[src/smr_pkg.sv]
// Shared constants and types for the supply monitor serial register bank
package smr_pkg;

  // Register addresses
  localparam logic [7:0] ADDR_MON_STATUS_MID   = 8'h01;
  localparam logic [7:0] ADDR_MON_STATUS_UPPER = 8'h02;
  localparam logic [7:0] ADDR_DRIVE_STATUS_LOW = 8'h03;
  localparam logic [7:0] ADDR_LOGIC_SENSE      = 8'h06;
  localparam logic [7:0] ADDR_RESULT_LOW       = 8'h07;
  localparam logic [7:0] ADDR_RESULT_HIGH      = 8'h08;
  localparam logic [7:0] ADDR_CONV_CONTROL     = 8'h09;
  localparam logic [7:0] ADDR_GP_DRIVE         = 8'h0E;
  localparam logic [7:0] ADDR_PLD_OVERRIDE     = 8'h11;

  // Reset values
  localparam logic [4:0] CONV_CONTROL_RESET = 5'h1F;
  localparam logic [7:0] GP_DRIVE_RESET     = 8'h04;
  localparam logic [2:0] PLD_OVERRIDE_RESET = 3'h0;

  // Field positions
  localparam int RANGE_BIT        = 4;
  localparam int CHANNEL_MSB      = 3;
  localparam int DONE_BIT         = 0;
  localparam int ALERT_RELEASE_BIT = 2;

  // Fill value for non-functional bits and unmapped addresses
  localparam logic [7:0] FILL_ONES = 8'hFF;

  // Widths
  localparam int RESULT_W    = 12;
  localparam int DRIVE_W     = 8;
  localparam int SENSE_W     = 4;
  localparam int MON_W       = 12;

  // Timing
  localparam int CLK_FREQ_KHZ   = 10000;
  localparam int CONV_TIME_US   = 200;
  localparam int CONV_CYCLES    = (CONV_TIME_US * CLK_FREQ_KHZ + 999) / 1000;

  // Serial transfer states
  typedef enum logic [3:0] {
    SMR_IDLE,
    SMR_DEV_ADDR,
    SMR_DEV_ACK,
    SMR_REG_ADDR,
    SMR_REG_ACK,
    SMR_WR_DATA,
    SMR_WR_ACK,
    SMR_RD_DATA,
    SMR_RD_ACK,
    SMR_IGNORE
  } smr_bus_state_type;

endpackage : smr_pkg

[src/smr_conv_seq.sv]
// Conversion sequencer: timed conversion, result capture and complete flag
`timescale 1ns/100ps
module smr_conv_seq
  import smr_pkg::*;
#(
  parameter int CYCLES = smr_pkg::CONV_CYCLES
) (
  input  wire logic                         sys_clk_in,
  input  wire logic                         reset_n_in,
  input  wire logic                         start_in,
  input  wire logic [smr_pkg::RESULT_W-1:0] conv_data_in,
  output logic                              conv_start_out,
  output logic                              done_out,
  output logic      [smr_pkg::RESULT_W-1:0] result_out
);

  import smr_pkg::*;

  localparam int CW = $clog2(CYCLES + 1);
  localparam logic [CW-1:0] LAST = CW'(CYCLES - 1);

  logic          busy_q;
  logic [CW-1:0] count_q;

  // Restart on every request, even mid-conversion
  always_ff @(posedge sys_clk_in) begin
    if (!reset_n_in) begin
      busy_q  <= 1'b0;
      count_q <= '0;
    end else if (start_in) begin
      busy_q  <= 1'b1;
      count_q <= '0;
    end else if (busy_q) begin
      if (count_q == LAST) begin
        busy_q <= 1'b0;
      end else begin
        count_q <= count_q + 1'b1;
      end
    end
  end

  always_ff @(posedge sys_clk_in) begin
    if (!reset_n_in) begin
      conv_start_out <= 1'b0;
    end else begin
      conv_start_out <= start_in;
    end
  end

  // Flag drops on request, rises only when the latest one ends
  always_ff @(posedge sys_clk_in) begin
    if (!reset_n_in) begin
      done_out <= 1'b1;
    end else if (start_in) begin
      done_out <= 1'b0;
    end else if (busy_q && count_q == LAST) begin
      done_out <= 1'b1;
    end
  end

  // Held until the next completion so both byte reads match
  always_ff @(posedge sys_clk_in) begin
    if (!reset_n_in) begin
      result_out <= '0;
    end else if (!start_in && busy_q && count_q == LAST) begin
      result_out <= conv_data_in;
    end
  end

endmodule : smr_conv_seq

[src/smr_register_bank.sv]
// Serial-bus register bank of the supply monitor
`timescale 1ns/100ps
// Summary of operation
// Write: address byte with write bit, register byte, one data byte, each acked.
// Mid monitor status holds 5A,5B..8A,8B from bit 0 upward.
// Upper monitor status holds 9A,9B,10A,10B in bits 0-3, ones above.
// Every non-functional bit reads back as one.
// Converter measures any monitor channel through three registers.
// Low result: result bits 3-0 in 7-4, ones in 3-1, done flag bit 0.
// High result holds result bits 11 down to 4.
// Control: range bit 4, channel field bits 3-0, bits 7-5 unused.
// Range 0 gives 2.048 V span, range 1 gives 6.144 V span.
// Codes 0-9 pick channels one to ten, 12 analog, 13 sense supply.
// Any control write starts a conversion with written settings.
// Done flag reads 0 while converting, 1 once result is readable.
// Master reads low and high result in two separate reads.
// Master should start again only after done or after conversion time.
// Below 50 kHz serial clock the master must wait full conversion time.
// A request during conversion delays done until the later one ends.
// Sense status holds the four input levels in bits 0-3, ones above.
// Override bits 3-1 drive PLD inputs 4-2 only where selected.
// Drive status shows internal drive value, two gate drives then outputs 3-8.
// Each output takes PLD or register value per its configuration bit.
// Drive register maps bits 1-8 to 0-7, bit 2 is alert release.
// Result registers hold the last completed value until the next.
module smr_register_bank
  import smr_pkg::*;
#(
  parameter logic [6:0] DEVICE_ADDR = 7'h40,
  parameter int         CONV_CYCLES_P = smr_pkg::CONV_CYCLES
) (
  input  wire logic                         sys_clk_in,
  input  wire logic                         reset_n_in,
  input  wire logic                         scl_in,
  input  wire logic                         sda_in,
  output logic                              sda_out,
  output logic                              sda_oe_out,
  input  wire logic [smr_pkg::MON_W-1:0]    mon_cmp_in,
  input  wire logic [smr_pkg::SENSE_W-1:0]  logic_sense_in,
  input  wire logic [2:0]                   input_source_sel_in,
  output logic      [smr_pkg::SENSE_W-1:0]  pld_input_out,
  input  wire logic [smr_pkg::DRIVE_W-1:0]  pld_drive_in,
  input  wire logic [smr_pkg::DRIVE_W-1:0]  drive_source_sel_in,
  output logic      [smr_pkg::DRIVE_W-1:0]  drive_out,
  input  wire logic [smr_pkg::RESULT_W-1:0] conv_data_in,
  output logic                              conv_start_out,
  output logic      [3:0]                   conv_channel_out,
  output logic                              conv_range_out
);

  import smr_pkg::*;

  // Synchronised pins
  logic [1:0]          bus_s;
  logic [MON_W-1:0]    mon_s;
  logic [SENSE_W-1:0]  sense_s;
  logic                scl_prev_q;
  logic                sda_prev_q;
  logic                scl_rise;
  logic                scl_fall;
  logic                start_det;
  logic                stop_det;

  // Serial engine
  smr_bus_state_type   state_q;
  logic [3:0]          bit_cnt_q;
  logic [7:0]          rx_q;
  logic [7:0]          tx_q;
  logic [7:0]          reg_ptr_q;
  logic                wr_stb_q;
  logic [7:0]          rd_view;

  // Registers
  logic [4:0]          conv_control_q;
  logic [7:0]          gp_drive_q;
  logic [2:0]          pld_override_q;
  logic                conv_req_q;
  logic                conv_done;
  logic [RESULT_W-1:0] conv_result;

  smr_sync2 #(.W(2)) u_bus_sync (
    .sys_clk_in (sys_clk_in),
    .reset_n_in (reset_n_in),
    .async_in   ({scl_in, sda_in}),
    .sync_out   (bus_s)
  );

  smr_sync2 #(.W(MON_W + SENSE_W)) u_pin_sync (
    .sys_clk_in (sys_clk_in),
    .reset_n_in (reset_n_in),
    .async_in   ({mon_cmp_in, logic_sense_in}),
    .sync_out   ({mon_s, sense_s})
  );

  smr_conv_seq #(.CYCLES(CONV_CYCLES_P)) u_conv (
    .sys_clk_in     (sys_clk_in),
    .reset_n_in     (reset_n_in),
    .start_in       (conv_req_q),
    .conv_data_in   (conv_data_in),
    .conv_start_out (conv_start_out),
    .done_out       (conv_done),
    .result_out     (conv_result)
  );

  // Edge history; idle bus is high
  always_ff @(posedge sys_clk_in) begin
    if (!reset_n_in) begin
      scl_prev_q <= 1'b1;
      sda_prev_q <= 1'b1;
    end else begin
      scl_prev_q <= bus_s[1];
      sda_prev_q <= bus_s[0];
    end
  end

  assign scl_rise  = bus_s[1] && !scl_prev_q;
  assign scl_fall  = !bus_s[1] && scl_prev_q;
  assign start_det = bus_s[1] && scl_prev_q && sda_prev_q && !bus_s[0];
  assign stop_det  = bus_s[1] && scl_prev_q && !sda_prev_q && bus_s[0];

  // Readback view; unmapped addresses read all ones
  function automatic logic [7:0] read_reg(input logic [7:0] addr);
    logic [7:0] v;
    v = FILL_ONES;
    if (addr == ADDR_MON_STATUS_MID) begin
      v = mon_s[7:0];
    end else if (addr == ADDR_MON_STATUS_UPPER) begin
      v = {4'hF, mon_s[11:8]};
    end else if (addr == ADDR_DRIVE_STATUS_LOW) begin
      v = drive_out;
    end else if (addr == ADDR_LOGIC_SENSE) begin
      v = {4'hF, sense_s};
    end else if (addr == ADDR_RESULT_LOW) begin
      v = {conv_result[3:0], 3'h7, conv_done};
    end else if (addr == ADDR_RESULT_HIGH) begin
      v = conv_result[11:4];
    end else if (addr == ADDR_CONV_CONTROL) begin
      v = {3'h7, conv_control_q};
    end else if (addr == ADDR_GP_DRIVE) begin
      v = gp_drive_q;
    end else if (addr == ADDR_PLD_OVERRIDE) begin
      v = {4'hF, pld_override_q, 1'b1};
    end
    return v;
  endfunction : read_reg

  // Byte a read would present now; a select on a call result is not portable
  always_comb begin
    rd_view = read_reg(reg_ptr_q);
  end

  // Serial transfer engine; acks are driven on the falling clock edge
  always_ff @(posedge sys_clk_in) begin
    if (!reset_n_in) begin
      state_q    <= SMR_IDLE;
      bit_cnt_q  <= 4'h0;
      rx_q       <= 8'h00;
      tx_q       <= 8'h00;
      reg_ptr_q  <= 8'h00;
      wr_stb_q   <= 1'b0;
      sda_oe_out <= 1'b0;
    end else begin
      wr_stb_q <= 1'b0;
      if (stop_det) begin
        state_q    <= SMR_IDLE;
        sda_oe_out <= 1'b0;
      end else if (start_det) begin
        state_q    <= SMR_DEV_ADDR;
        bit_cnt_q  <= 4'h0;
        sda_oe_out <= 1'b0;
      end else if (scl_rise) begin
        case (state_q)
          SMR_DEV_ADDR, SMR_REG_ADDR, SMR_WR_DATA: begin
            rx_q      <= {rx_q[6:0], bus_s[0]};
            bit_cnt_q <= bit_cnt_q + 4'h1;
          end
          SMR_RD_DATA: begin
            bit_cnt_q <= bit_cnt_q + 4'h1;
          end
          default: begin
          end
        endcase
      end else if (scl_fall) begin
        case (state_q)
          SMR_DEV_ADDR: begin
            if (bit_cnt_q == 4'h8) begin
              if (rx_q[7:1] == DEVICE_ADDR) begin
                state_q    <= SMR_DEV_ACK;
                sda_oe_out <= 1'b1;
              end else begin
                state_q <= SMR_IGNORE;
              end
            end
          end
          SMR_DEV_ACK: begin
            bit_cnt_q <= 4'h0;
            if (rx_q[0]) begin
              // Read byte is frozen here so a busy bus sees one value
              tx_q       <= rd_view;
              sda_oe_out <= !rd_view[7];
              state_q    <= SMR_RD_DATA;
            end else begin
              sda_oe_out <= 1'b0;
              state_q    <= SMR_REG_ADDR;
            end
          end
          SMR_REG_ADDR: begin
            if (bit_cnt_q == 4'h8) begin
              state_q    <= SMR_REG_ACK;
              sda_oe_out <= 1'b1;
            end
          end
          SMR_REG_ACK: begin
            reg_ptr_q  <= rx_q;
            bit_cnt_q  <= 4'h0;
            sda_oe_out <= 1'b0;
            state_q    <= SMR_WR_DATA;
          end
          SMR_WR_DATA: begin
            if (bit_cnt_q == 4'h8) begin
              state_q    <= SMR_WR_ACK;
              sda_oe_out <= 1'b1;
              wr_stb_q   <= 1'b1;
            end
          end
          SMR_WR_ACK: begin
            // Only one data byte per write; later bytes go unacked
            sda_oe_out <= 1'b0;
            state_q    <= SMR_IGNORE;
          end
          SMR_RD_DATA: begin
            if (bit_cnt_q == 4'h8) begin
              sda_oe_out <= 1'b0;
              state_q    <= SMR_RD_ACK;
            end else begin
              tx_q       <= {tx_q[6:0], 1'b1};
              sda_oe_out <= !tx_q[6];
            end
          end
          SMR_RD_ACK: begin
            state_q <= SMR_IGNORE;
          end
          default: begin
            sda_oe_out <= 1'b0;
          end
        endcase
      end
    end
  end

  // Open-drain data line only ever pulls low
  always_ff @(posedge sys_clk_in) begin
    if (!reset_n_in) begin
      sda_out <= 1'b0;
    end else begin
      sda_out <= 1'b0;
    end
  end

  // Converter control register; any write requests a conversion
  always_ff @(posedge sys_clk_in) begin
    if (!reset_n_in) begin
      conv_control_q <= CONV_CONTROL_RESET;
      conv_req_q     <= 1'b0;
    end else begin
      conv_req_q <= 1'b0;
      if (wr_stb_q && reg_ptr_q == ADDR_CONV_CONTROL) begin
        conv_control_q <= rx_q[RANGE_BIT:0];
        conv_req_q     <= 1'b1;
      end
    end
  end

  // Range and channel straight to the analog front end
  always_ff @(posedge sys_clk_in) begin
    if (!reset_n_in) begin
      conv_channel_out <= CONV_CONTROL_RESET[CHANNEL_MSB:0];
      conv_range_out   <= CONV_CONTROL_RESET[RANGE_BIT];
    end else begin
      conv_channel_out <= conv_control_q[CHANNEL_MSB:0];
      conv_range_out   <= conv_control_q[RANGE_BIT];
    end
  end

  // General-purpose drive and PLD override registers
  always_ff @(posedge sys_clk_in) begin
    if (!reset_n_in) begin
      gp_drive_q     <= GP_DRIVE_RESET;
      pld_override_q <= PLD_OVERRIDE_RESET;
    end else if (wr_stb_q) begin
      if (reg_ptr_q == ADDR_GP_DRIVE) begin
        gp_drive_q <= rx_q;
      end else if (reg_ptr_q == ADDR_PLD_OVERRIDE) begin
        pld_override_q <= rx_q[3:1];
      end
    end
  end

  // Output source select per bit; bit 2 doubles as alert release
  genvar gi;
  generate
    for (gi = 0; gi < DRIVE_W; gi++) begin : g_drive
      always_ff @(posedge sys_clk_in) begin
        if (!reset_n_in) begin
          drive_out[gi] <= 1'b0;
        end else begin
          drive_out[gi] <= drive_source_sel_in[gi] ? gp_drive_q[gi] : pld_drive_in[gi];
        end
      end
    end
  endgenerate

  // Input one always comes from its pin
  always_ff @(posedge sys_clk_in) begin
    if (!reset_n_in) begin
      pld_input_out <= '0;
    end else begin
      pld_input_out[0] <= sense_s[0];
      for (int i = 1; i < SENSE_W; i++) begin
        pld_input_out[i] <= input_source_sel_in[i-1] ? pld_override_q[i-1] : sense_s[i];
      end
    end
  end

endmodule : smr_register_bank

[src/smr_sync2.sv]
// Two-flop synchroniser for a vector of unrelated level inputs
`timescale 1ns/100ps
module smr_sync2 #(
  parameter int W = 1
) (
  input  wire logic         sys_clk_in,
  input  wire logic         reset_n_in,
  input  wire logic [W-1:0] async_in,
  output logic      [W-1:0] sync_out
);

  logic [W-1:0] meta_q;

  // First stage feeds only the second stage
  always_ff @(posedge sys_clk_in) begin
    if (!reset_n_in) begin
      meta_q   <= '0;
      sync_out <= '0;
    end else begin
      meta_q   <= async_in;
      sync_out <= meta_q;
    end
  end

endmodule : smr_sync2
[config.mk]
export PLATFORM = sky130hd
export DESIGN_NAME = smr_register_bank
export DESIGN_NICKNAME = d
export VERILOG_FILES = /design/src/smr_pkg.sv /design/src/smr_conv_seq.sv /design/src/smr_register_bank.sv /design/src/smr_sync2.sv
export SDC_FILE = /design/constraint.sdc
export NUM_CORES = 1
export LEC_CHECK = 0
export ABC_AREA = 1
export BUFFER_PORTS_ARGS = -buffer_cell sky130_fd_sc_hd__buf_2
export CAP_MARGIN = 10
export CORE_MARGIN = 1
export CORE_UTILIZATION = 45
export DETAILED_ROUTE_END_ITERATION = 12
export HOLD_SLACK_MARGIN = 0.08
export PLACE_DENSITY = 0.79
export SLEW_MARGIN = 20
export SYNTH_ARGS = -nofsm -noshare
export SYNTH_HDL_FRONTEND = slang
export SYNTH_SLANG_ARGS = --single-unit
[constraint.sdc]
create_clock -name sys_clk_in -period 1.6 [get_ports sys_clk_in]
set_input_delay 0.4 -clock sys_clk_in [delete_from_list [all_inputs] [get_ports sys_clk_in]]
set_output_delay 0.4 -clock sys_clk_in [all_outputs]
set_load 0.03 [all_outputs]
# Word-level counts from Yosys, hierarchy flattened
# Cells that the tools add are included.
# op_classes
addsub	2
n_mul	0
div_mod_pow	0
magnitude_cmp	0
n_eq_ne	34
shifts	0
n_mux	51
bitwise_logic	9
reduce_logical	44
# op_table
op	count
8-bit 2-to-1 mux	8
4-bit 2-to-1 mux	11
4-bit one-hot mux with 7 select lines	1
1-bit 2-to-1 mux	26
8-bit by 4-bit equality test with 1-bit output, second input constant	3
7-bit AND reduction	3
4-bit by 3-bit equality test with 1-bit output, second input constant	4
8-bit by 2-bit equality test with 1-bit output, second input constant	2
8-bit by 3-bit equality test with 1-bit output, second input constant	2
7-bit 2-to-1 mux	2
2-bit != test, second input constant	7
7-bit one-hot mux with 2 select lines	1
3-bit != test, second input constant	4
11-bit by 1-bit adder with 11-bit output, second input constant	1
11-bit equality test, second input constant	1
1-bit logical AND	11
2-bit OR reduction	5
1-bit NOT	9
4-bit by 2-bit equality test with 1-bit output, second input constant	2
4-bit equality test, second input constant	2
8-bit by 1-bit equality test with 1-bit output, second input constant	1
8-bit by 5-bit equality test with 1-bit output, second input constant	1
4-bit AND reduction	2
8-bit nonzero test	1
other kinds (18)	30
# totals
ff_bits	131
latch_bits	0
mem_bits_rw	0
rom_bits	0
in_bits	51
word_cells	174
memories	0

# Logic depth before layout (Yosys ltp)
# Gate-level depths: netlist of the first run.
# depth
ltp_word	13
ltp_mapped	14
mapped_depth_nobuf	13

# Hierarchy
# A second synthesis of the first run with hierarchy kept.
# unflattened
hier_cells	760
area_unflattened_um2	5783.0
# by_module_without_submodules
module	instances	cells_per_inst	area_per_inst_um2
smr_register_bank	1	483	3510.9
smr_conv_seq	1	166	1247.4
smr_sync2 at u_pin_sync	1	99	914.6
smr_sync2 at u_bus_sync	1	12	110.1

# Worst setup path after synthesis of the first run
# Ideal clock, no wire load.
# synth_path
path_type	register -> register
startpoint	register u_conv.count_q[0]
endpoint	register u_conv.count_q[7]
setup_time_ps	117
t_arrival_ps	1433
slack_ps	50
path_stages_with_launch	12
n_path_buf	0
path_cell_list	dfxtp_1 ha_1 inv_1 nor3_4 nand3_1 nand2_2 inv_1 nand2_1 nor2_1 nand3_1 o21ai_1 a21oi_1
# synth_between
elab_chain_cells	3
word_cells_on_any_way	4
classes_between	add/sub: 1; eq/ne: 1; bitwise: 1; reduce/logical: 1
# synth_rtl
item	line_no	source
start: declaration	smr_conv_seq.sv:23	logic [CW-1:0] count_q;
start signal: assignment	smr_conv_seq.sv:37	count_q <= count_q + 1'b1;
branches (longest 3 deep; another with 11-bit by 1-bit adder with 11-bit output)	n/a	
# Parallel ways; which one is timed is not known.
# A chain may end at the register's enable or synchronous reset.

# Final worst setup path of the first run
# layout_path
startpoint	register u_conv.count_q[0]
endpoint	register u_conv.count_q[8]
# The elaborated chain is that of the path after synthesis.

==> summary.md, run 1 <==
| Metric | Value |
|---|---|
| Vias in the first global route | `4734` |
| HP Class | `in2reg` |
| Setup WS pre-CTS | `-0.0737 ns` |
| Status | `finished with violations` |
| Largest net degree at the start of global routing | `74` |
| Final hold vios | `0` |
| Mapped cell area | `0.00551 mm²` |
| Avg Cell Area, Syn | `7.52 µm²` |
| CP Launch Type | `flip-flop` |
| Vias | `5246` |
| YS warnings | `0` |
| Clk sinks | `131` |
| Commonest non-fill, non-tap cell in the layout | `dfxtp_1` |
| Gpl congestion | `0.941` |
| Clock period minus worst slack | `1.63 ns` |
| Top Ports | `71` |
| Mapped Cells | `733` |
| Die Area | `0.0127 mm²` |
| Reg area | `0.00265 mm²` |
| Multi-input gate area | `0.00255 mm²` |
| Failing checks | `setup timing` |
| Yosys top cell by area | `dfxtp_1` |
| EDFF count, synth | `0` |
| Avg WL per Cell | `13.7 µm` |
| Die width | `113 µm` |
| Core area | `0.0120 mm²` |
| Share of the synthesized area in the top cell type | `47.6%` |
| Clock slew seen by the registers of the worst setup and hold paths | `0.06 ns` |
| Final Power | `9.22 mW` |
| Critical path arrival | `1.97 ns` |
| Setup violators final | `5` |
| Drt drc | `0` |
| 1st-pass router iterations | `5` |
| Gr ovfl total | `0` |
| CTS tree | `done` |
| Core Rows | `40` |
| Gr usage total | `22.5%` |
| Flop and latch count out of synthesis | `131` |
| Post-route ant nets | `0` |
| Syn Nets | `792` |
| Hold Buf Count CTS | `0` |
| First-pass GRT wire length | `22.2 mm` |
| Req. time, crit path | `1.94 ns` |
| Fillers | `1005` |
| Initial core utilization | `46.1%` |
| CTS HTree Levels | `4` |
| Top FF cell, synth | `dfxtp_1` |
| Final wirelength | `14.0 mm` |
| Area grow syn2layout | `32.3%` |
| Max-cap violations | `0` |
| Nets | `916` |
| Die Y | `113 µm` |
| DR iter-0 viols | `438` |
| Kind of critical path | `reg2reg` |
| Worst Slack Setup Final | `-0.0314 ns` |
| Power per standard cell area | `1260 mW/mm²` |
| Period utilization | `102%` |
| Seq/Total Area, Yosys | `47.6%` |
| Pleak | `3.37 nW` |
| CP max FO | `4` |
| Clock skew | `0.00650 ns` |
| Unrepaired setup endpoints after global routing | `yes` |
| Final Max Slew Viols | `0` |
| IO Port Bufs | `69` |
| Clk_lat worst skew | `0.41 ns` |
| Initial antenna violation count | `0` |
| Fmax | `0.613 GHz` |
| Ys async rst share | `0%` |
| Peak supply drop | `0.820 mV` |
| Share of layout cells above drive strength 1 | `29.0%` |
| Clock Path Buffers | `2` |
| Synth top area cells | `dfxtp_1 48%, nand2_1 8.4%, inv_1 8.0%, o21ai_0 7.4%, a21oi_1 5.3%` |
| DP Wirelength | `9.30 mm` |
| Most frequent cells in the layout | `119 x dfxtp_1, 117 x nand2_1, 106 x inv_1` |
| Crit end category | `flip-flop` |
| Total CTS buffers | `17` |
| Number of distinct library cells after synthesis | `40` |
| Ant diodes | `0` |
| Root Buffer | `clkbuf_16` |
| Vias/cell | `5.16` |
Yosys cell counts (all sizes together), types with 5 or more instances:
cell and instances:
o21ai 84, nand3 34, a211oi 5, nor4 5
ha 8, nand3b 5, nor2 73, nand4 5
or2 6, nand2 128, a31oi 5, nor3 23
o211ai 8, inv 119, buf 10, clkbuf 13
a21oi 58, dfxtp 131
cells by family after synthesis:
logic type / Yosys count / share of synthesized area [%]
DFF: 131 / 47.6
other: 1 / 0.0680
buffers and inverters: 142 / 10.3
and+or+nand+nor: 282 / 23.5
muxes: 1 / 0.182
AOI/OAI and AO/OA: 168 / 16.5
adders and majority gates: 8 / 1.82
worst max-delay path, cell delays in order, from the launching register on:
cell and delay (ns):
dfxtp_2 0.35, ha_4 0.15, inv_4 0.04, nor3_4 0.19, inv_2 0.09, nor3_4 0.24
nand2_1 0.12, o21ai_0 0.16, nor3b_1 0.20
routing by layer:
layer  vias up  wire (µm)  global-route usage [%]
li1       2623          -                       -
met1      2399       5980                    27.7
met2       196       6740                    37.4
met3        28        842                    6.10
met4         0        404                    8.44
met5         -          0                       0
sequential cells by signal, summed over array words and instances, names as in the netlist, 3 cells and up:
register,cells
bit_cnt_q,4
u_pin_sync.meta_q,16
pld_override_q,3
u_pin_sync.sync_out,16
u_conv.result_out,12
state_q,4
conv_channel_out,4
conv_control_q,5
drive_out,8
reg_ptr_q,8
u_conv.count_q,11
tx_q,7
gp_drive_q,8
rx_q,8
pld_input_out,4
through the flow:
| step | hold WS (ns) | instances | area, µm² | util, % | setup TNS [ns] |
|---|---|---|---|---|---|
| floorplan | 0.390 | 733 | 5510 | - | 0 |
| global placement | 0.394 | 972 | 6280 | 52.5 | -0.126 |
| detailed placement | 0.395 | 972 | 6280 | 52.5 | -0.505 |
| finish | 0.164 | 1016 | 7290 | 61.0 | -0.0665 |
| global route | 0.146 | 1016 | 7290 | 61.0 | -2.70 |
| CTS | 0.154 | 1008 | 7030 | 58.7 | -0.0692 |
layout make-up:
class	instances	share of cell area, %
timing repair buffer	128	11.5
inverter	119	6.23
sequential	131	36.3
tap	147	2.52
clock buffer	18	6.02
clock inverter	13	2.52
multi-input combinational	460	35.0
report_power, final:
part           internal (mW)  switching, mW  leakage [nW]
logic                  0.636          0.966          2.00
clock network           2.64           1.42         0.298
registers               3.42          0.140          1.07
total                   6.69           2.53          3.37
timing repair:
action / in CTS / in global routing
endpoints found under the hold margin: 0 / 0
setup buffers: 4 / 8
pin swaps: 11 / 22
resized for setup: 30 / 86
endpoints found under the setup margin: 30 / 53
gates cloned: 1 / 0
worst paths after layout:
path	start	cells past startpoint	slack, ns	endpoint
setup / recovery	u_conv.count_q[0]	8	-0.03	u_conv.count_q[8]
hold / removal	mon_cmp_in[2]	3	0.16	u_pin_sync.meta_q[6]
setup reg to reg	u_conv.count_q[0]	8	-0.03	u_conv.count_q[8]
hold reg to reg	u_bus_sync.meta_q[1]	2	0.40	u_bus_sync.sync_out[1]
No activity file was read; power rests on OpenSTA's default activity.
==> run 2: changes to the inputs <==
--- a/config.mk
+++ b/config.mk
@@ -13,6 +13,7 @@
 export DETAILED_ROUTE_END_ITERATION = 12
 export HOLD_SLACK_MARGIN = 0.08
 export PLACE_DENSITY = 0.79
+export SKIP_LAST_GASP = 1
 export SLEW_MARGIN = 20
 export SYNTH_ARGS = -nofsm -noshare
 export SYNTH_HDL_FRONTEND = slang
==> run 2 against run 1 <==
Compared with the run above:
- the flow still finishes with violations (setup timing)
- die area unchanged
- combinational power hardly changed
- sequential power about the same
- register-to-register slack worse by 0.02 ns
- worst setup slack lost 0.025 ns
- sequential cell count did not move
- core utilization increased by 0.20 points
- largest power group unchanged
==> summary.md, run 2 (synthesis results as in run 1) <==
| Metric | Value |
|---|---|
| Status | `finished with violations (unchanged)` |
| Failing checks | `setup timing (unchanged)` |
| Largest net degree at the start of global routing | `74 (unchanged)` |
| HP Class | `in2reg (unchanged)` |
| Core area | `0.0120 mm² (unchanged)` |
| Commonest non-fill, non-tap cell in the layout | `dfxtp_1 (unchanged)` |
| Die Area | `0.0127 mm² (unchanged)` |
| DP Wirelength | `9.30 mm (unchanged)` |
| Power per standard cell area | `1260 mW/mm² (about the same)` |
| Post-route ant nets | `0 (unchanged)` |
| Final hold vios | `0 (unchanged)` |
| Peak supply drop | `0.821 mV (was 0.820 mV)` |
| Comb pwr share | `17.4% (about the same)` |
| Slowest Stage Delay on Critical Path | `0.33 ns (was 0.35 ns)` |
| Post-Layout Cell Count | `1016 (unchanged)` |
| Final wirelength | `14.1 mm (was 14.0 mm)` |
| Fillers | `998 (was 1005)` |
| Clock power share | `44.0% (about the same)` |
| Largest registers | `u_pin_sync.meta_q: 16 flops, u_pin_sync.sync_out: 16 flops, u_conv.result_out: 12 flops (unchanged)` |
| CP cell instances | `inv_1 -> nand2_1 -> nor2_1 -> nand3_1 -> o21ai_0 -> o21ai_0 -> o2111ai_1 -> a21oi_1 (was ha_4 -> inv_4 -> nor3_4 -> inv_2 -> nor3_4 -> nand2_1 -> o21ai_0 -> nor3b_1)` |
| Gpl congestion | `0.941 (unchanged)` |
| Clock Path Buffers | `2 (unchanged)` |
| Avg WL per Cell | `13.9 µm (was 13.7 µm)` |
| Core Rows | `40 (unchanged)` |
| Root Buffer | `clkbuf_16 (unchanged)` |
| Initial core utilization | `46.1% (unchanged)` |
| Clock period minus worst slack | `1.66 ns (was 1.63 ns)` |
| Total CTS buffers | `17 (unchanged)` |
| Most frequent cells in the layout | `118 x dfxtp_1, 117 x nand2_1, 106 x inv_1 (was 119 x dfxtp_1, 117 x nand2_1, 106 x inv_1)` |
| CTS tree | `done (unchanged)` |
| Gr ovfl total | `0 (unchanged)` |
| DR iter-0 viols | `403 (was 438)` |
| Kind of critical path | `reg2reg (unchanged)` |
| Ant diodes | `0 (unchanged)` |
| Top delay family on crit path | `compound AO/OA/AOI/OAI gates (was simple AND/OR/NAND/NOR gates)` |
| Die Y | `113 µm (unchanged)` |
| Vias | `5261 (was 5246)` |
| Hold Buf Count CTS | `0 (unchanged)` |
| CP Launch Type | `flip-flop (unchanged)` |
| Proportion of power drawn by flip-flops and latches | `38.6% (about the same)` |
| First-pass GRT wire length | `22.2 mm (unchanged)` |
| Reg area | `0.00265 mm² (about the same)` |
| Req. time, crit path | `1.89 ns (was 1.94 ns)` |
| Internal power | `6.69 mW (about the same)` |
| Crit end category | `flip-flop (unchanged)` |
| P_sw | `2.53 mW (about the same)` |
| Setup_tns | `-0.139 ns (was -0.0665 ns)` |
| Sw Ratio | `27.4% (about the same)` |
| Gr usage total | `22.5% (unchanged)` |
| 1st-pass router iterations | `5 (unchanged)` |
| Slowest cell on the critical path | `dfxtp_1 (was dfxtp_2)` |
| Unrepaired setup endpoints after global routing | `yes (unchanged)` |
| Clk sinks | `131 (unchanged)` |
| Area grow syn2layout | `32.7% (was 32.3%)` |
| Max-cap violations | `0 (unchanged)` |
| Final Max Slew Viols | `0 (unchanged)` |
| Initial antenna violation count | `0 (unchanged)` |
| IO Port Bufs | `69 (unchanged)` |
| Final Power | `9.22 mW (about the same)` |
| Drt drc | `0 (unchanged)` |
| Pleak | `3.38 nW (was 3.37 nW)` |
| Worst Slack Setup Final | `-0.0561 ns (was -0.0314 ns)` |
| Clock slew seen by the registers of the worst setup and hold paths | `0.06 ns (about the same)` |
| Critical path arrival | `1.95 ns (was 1.97 ns)` |
| CP max FO | `4 (unchanged)` |
| Share of layout cells above drive strength 1 | `29.5% (was 29.0%)` |
| Vias/cell | `5.18 (was 5.16)` |
| Setup violators final | `6 (was 5)` |
| Top Ports | `71 (unchanged)` |
| Fmax | `0.604 GHz (was 0.613 GHz)` |
| CTS HTree Levels | `4 (unchanged)` |
| Multi-input gate area | `0.00257 mm² (was 0.00255 mm²)` |
| CP most frequent cell | `o21ai_0 (was nor3_4)` |
| Crit path buffers/inverters | `1 (was 2)` |
| Vias in the first global route | `4734 (unchanged)` |
| Placed insts | `972 (unchanged)` |
| Nets | `916 (unchanged)` |
| Clock skew | `0.00646 ns (was 0.00650 ns)` |
| Period utilization | `104% (was 102%)` |
| Clk_lat worst skew | `0.41 ns (about the same)` |
| Die width | `113 µm (unchanged)` |
-- run 2: repair_timing --
action	4_1_cts	5_1_grt
gates cloned	1	0
buffers inserted	4	8
pin swaps	11	21
endpoints found under the hold margin	0	0
resized for setup	28	93
setup endpoints to repair	30	53
-- run 2: area by class of cell --
class                           count  share of cell area, %
Timing Repair Buffer              128                   11.4
Tap cell                          147                   2.51
Clock buffer                       18                   6.00
Sequential cell                   131                   36.2
Inverter                          119                   6.24
Multi-Input combinational cell    460                   35.1
Clock inverter                     13                   2.51
-- run 2: routing by layer --
metal	GRT usage (%)	wire, µm	up-vias
met3	6.10	906	28
met2	37.4	6760	206
li1	-	-	2623
met4	8.44	419	0
met1	27.8	6000	2404
met5	0	0	-
-- run 2: through the flow --
step / util (%) / instance area, µm² / setup WS [ns] / hold WS (ns)
CTS: 58.7 / 7030 / -0.0182 / 0.154
global route: 61.2 / 7320 / -0.156 / 0.146
detailed placement: 52.5 / 6280 / -0.0737 / 0.395
floorplan: - / 5510 / 0.0502 / 0.390
finish: 61.2 / 7320 / -0.0561 / 0.164
global placement: 52.5 / 6280 / -0.0533 / 0.394
-- run 2: worst paths after layout --
check        slack (ns)            startpoint  cells after the start                endpoint
max reg2reg       -0.06          reg_ptr_q[1]                      8                 tx_q[2]
min reg2reg        0.40  u_bus_sync.meta_q[1]                      2  u_bus_sync.sync_out[1]
min                0.16         mon_cmp_in[2]                      3    u_pin_sync.meta_q[6]
max               -0.06          reg_ptr_q[1]                      8                 tx_q[2]
-- run 2: worst min-delay path, delay by kind of cell --
family                 cells  cell delay (ns)
buffers and inverters      2             0.11
and+or+nand+nor            1             0.04
-- run 2: power by group through the flow --
| stage | combinational (mW) | sequential, mW | clock, mW |
|---|---|---|---|
| after floorplan | 0.946 | 3.60 | 0 |
| after global placement | 1.34 | 3.60 | 0 |
| after detailed placement | 1.35 | 3.60 | 0 |
| after CTS | 1.41 | 3.53 | 4.11 |
| after global routing | 1.76 | 3.57 | 4.29 |
| final | 1.60 | 3.56 | 4.06 |
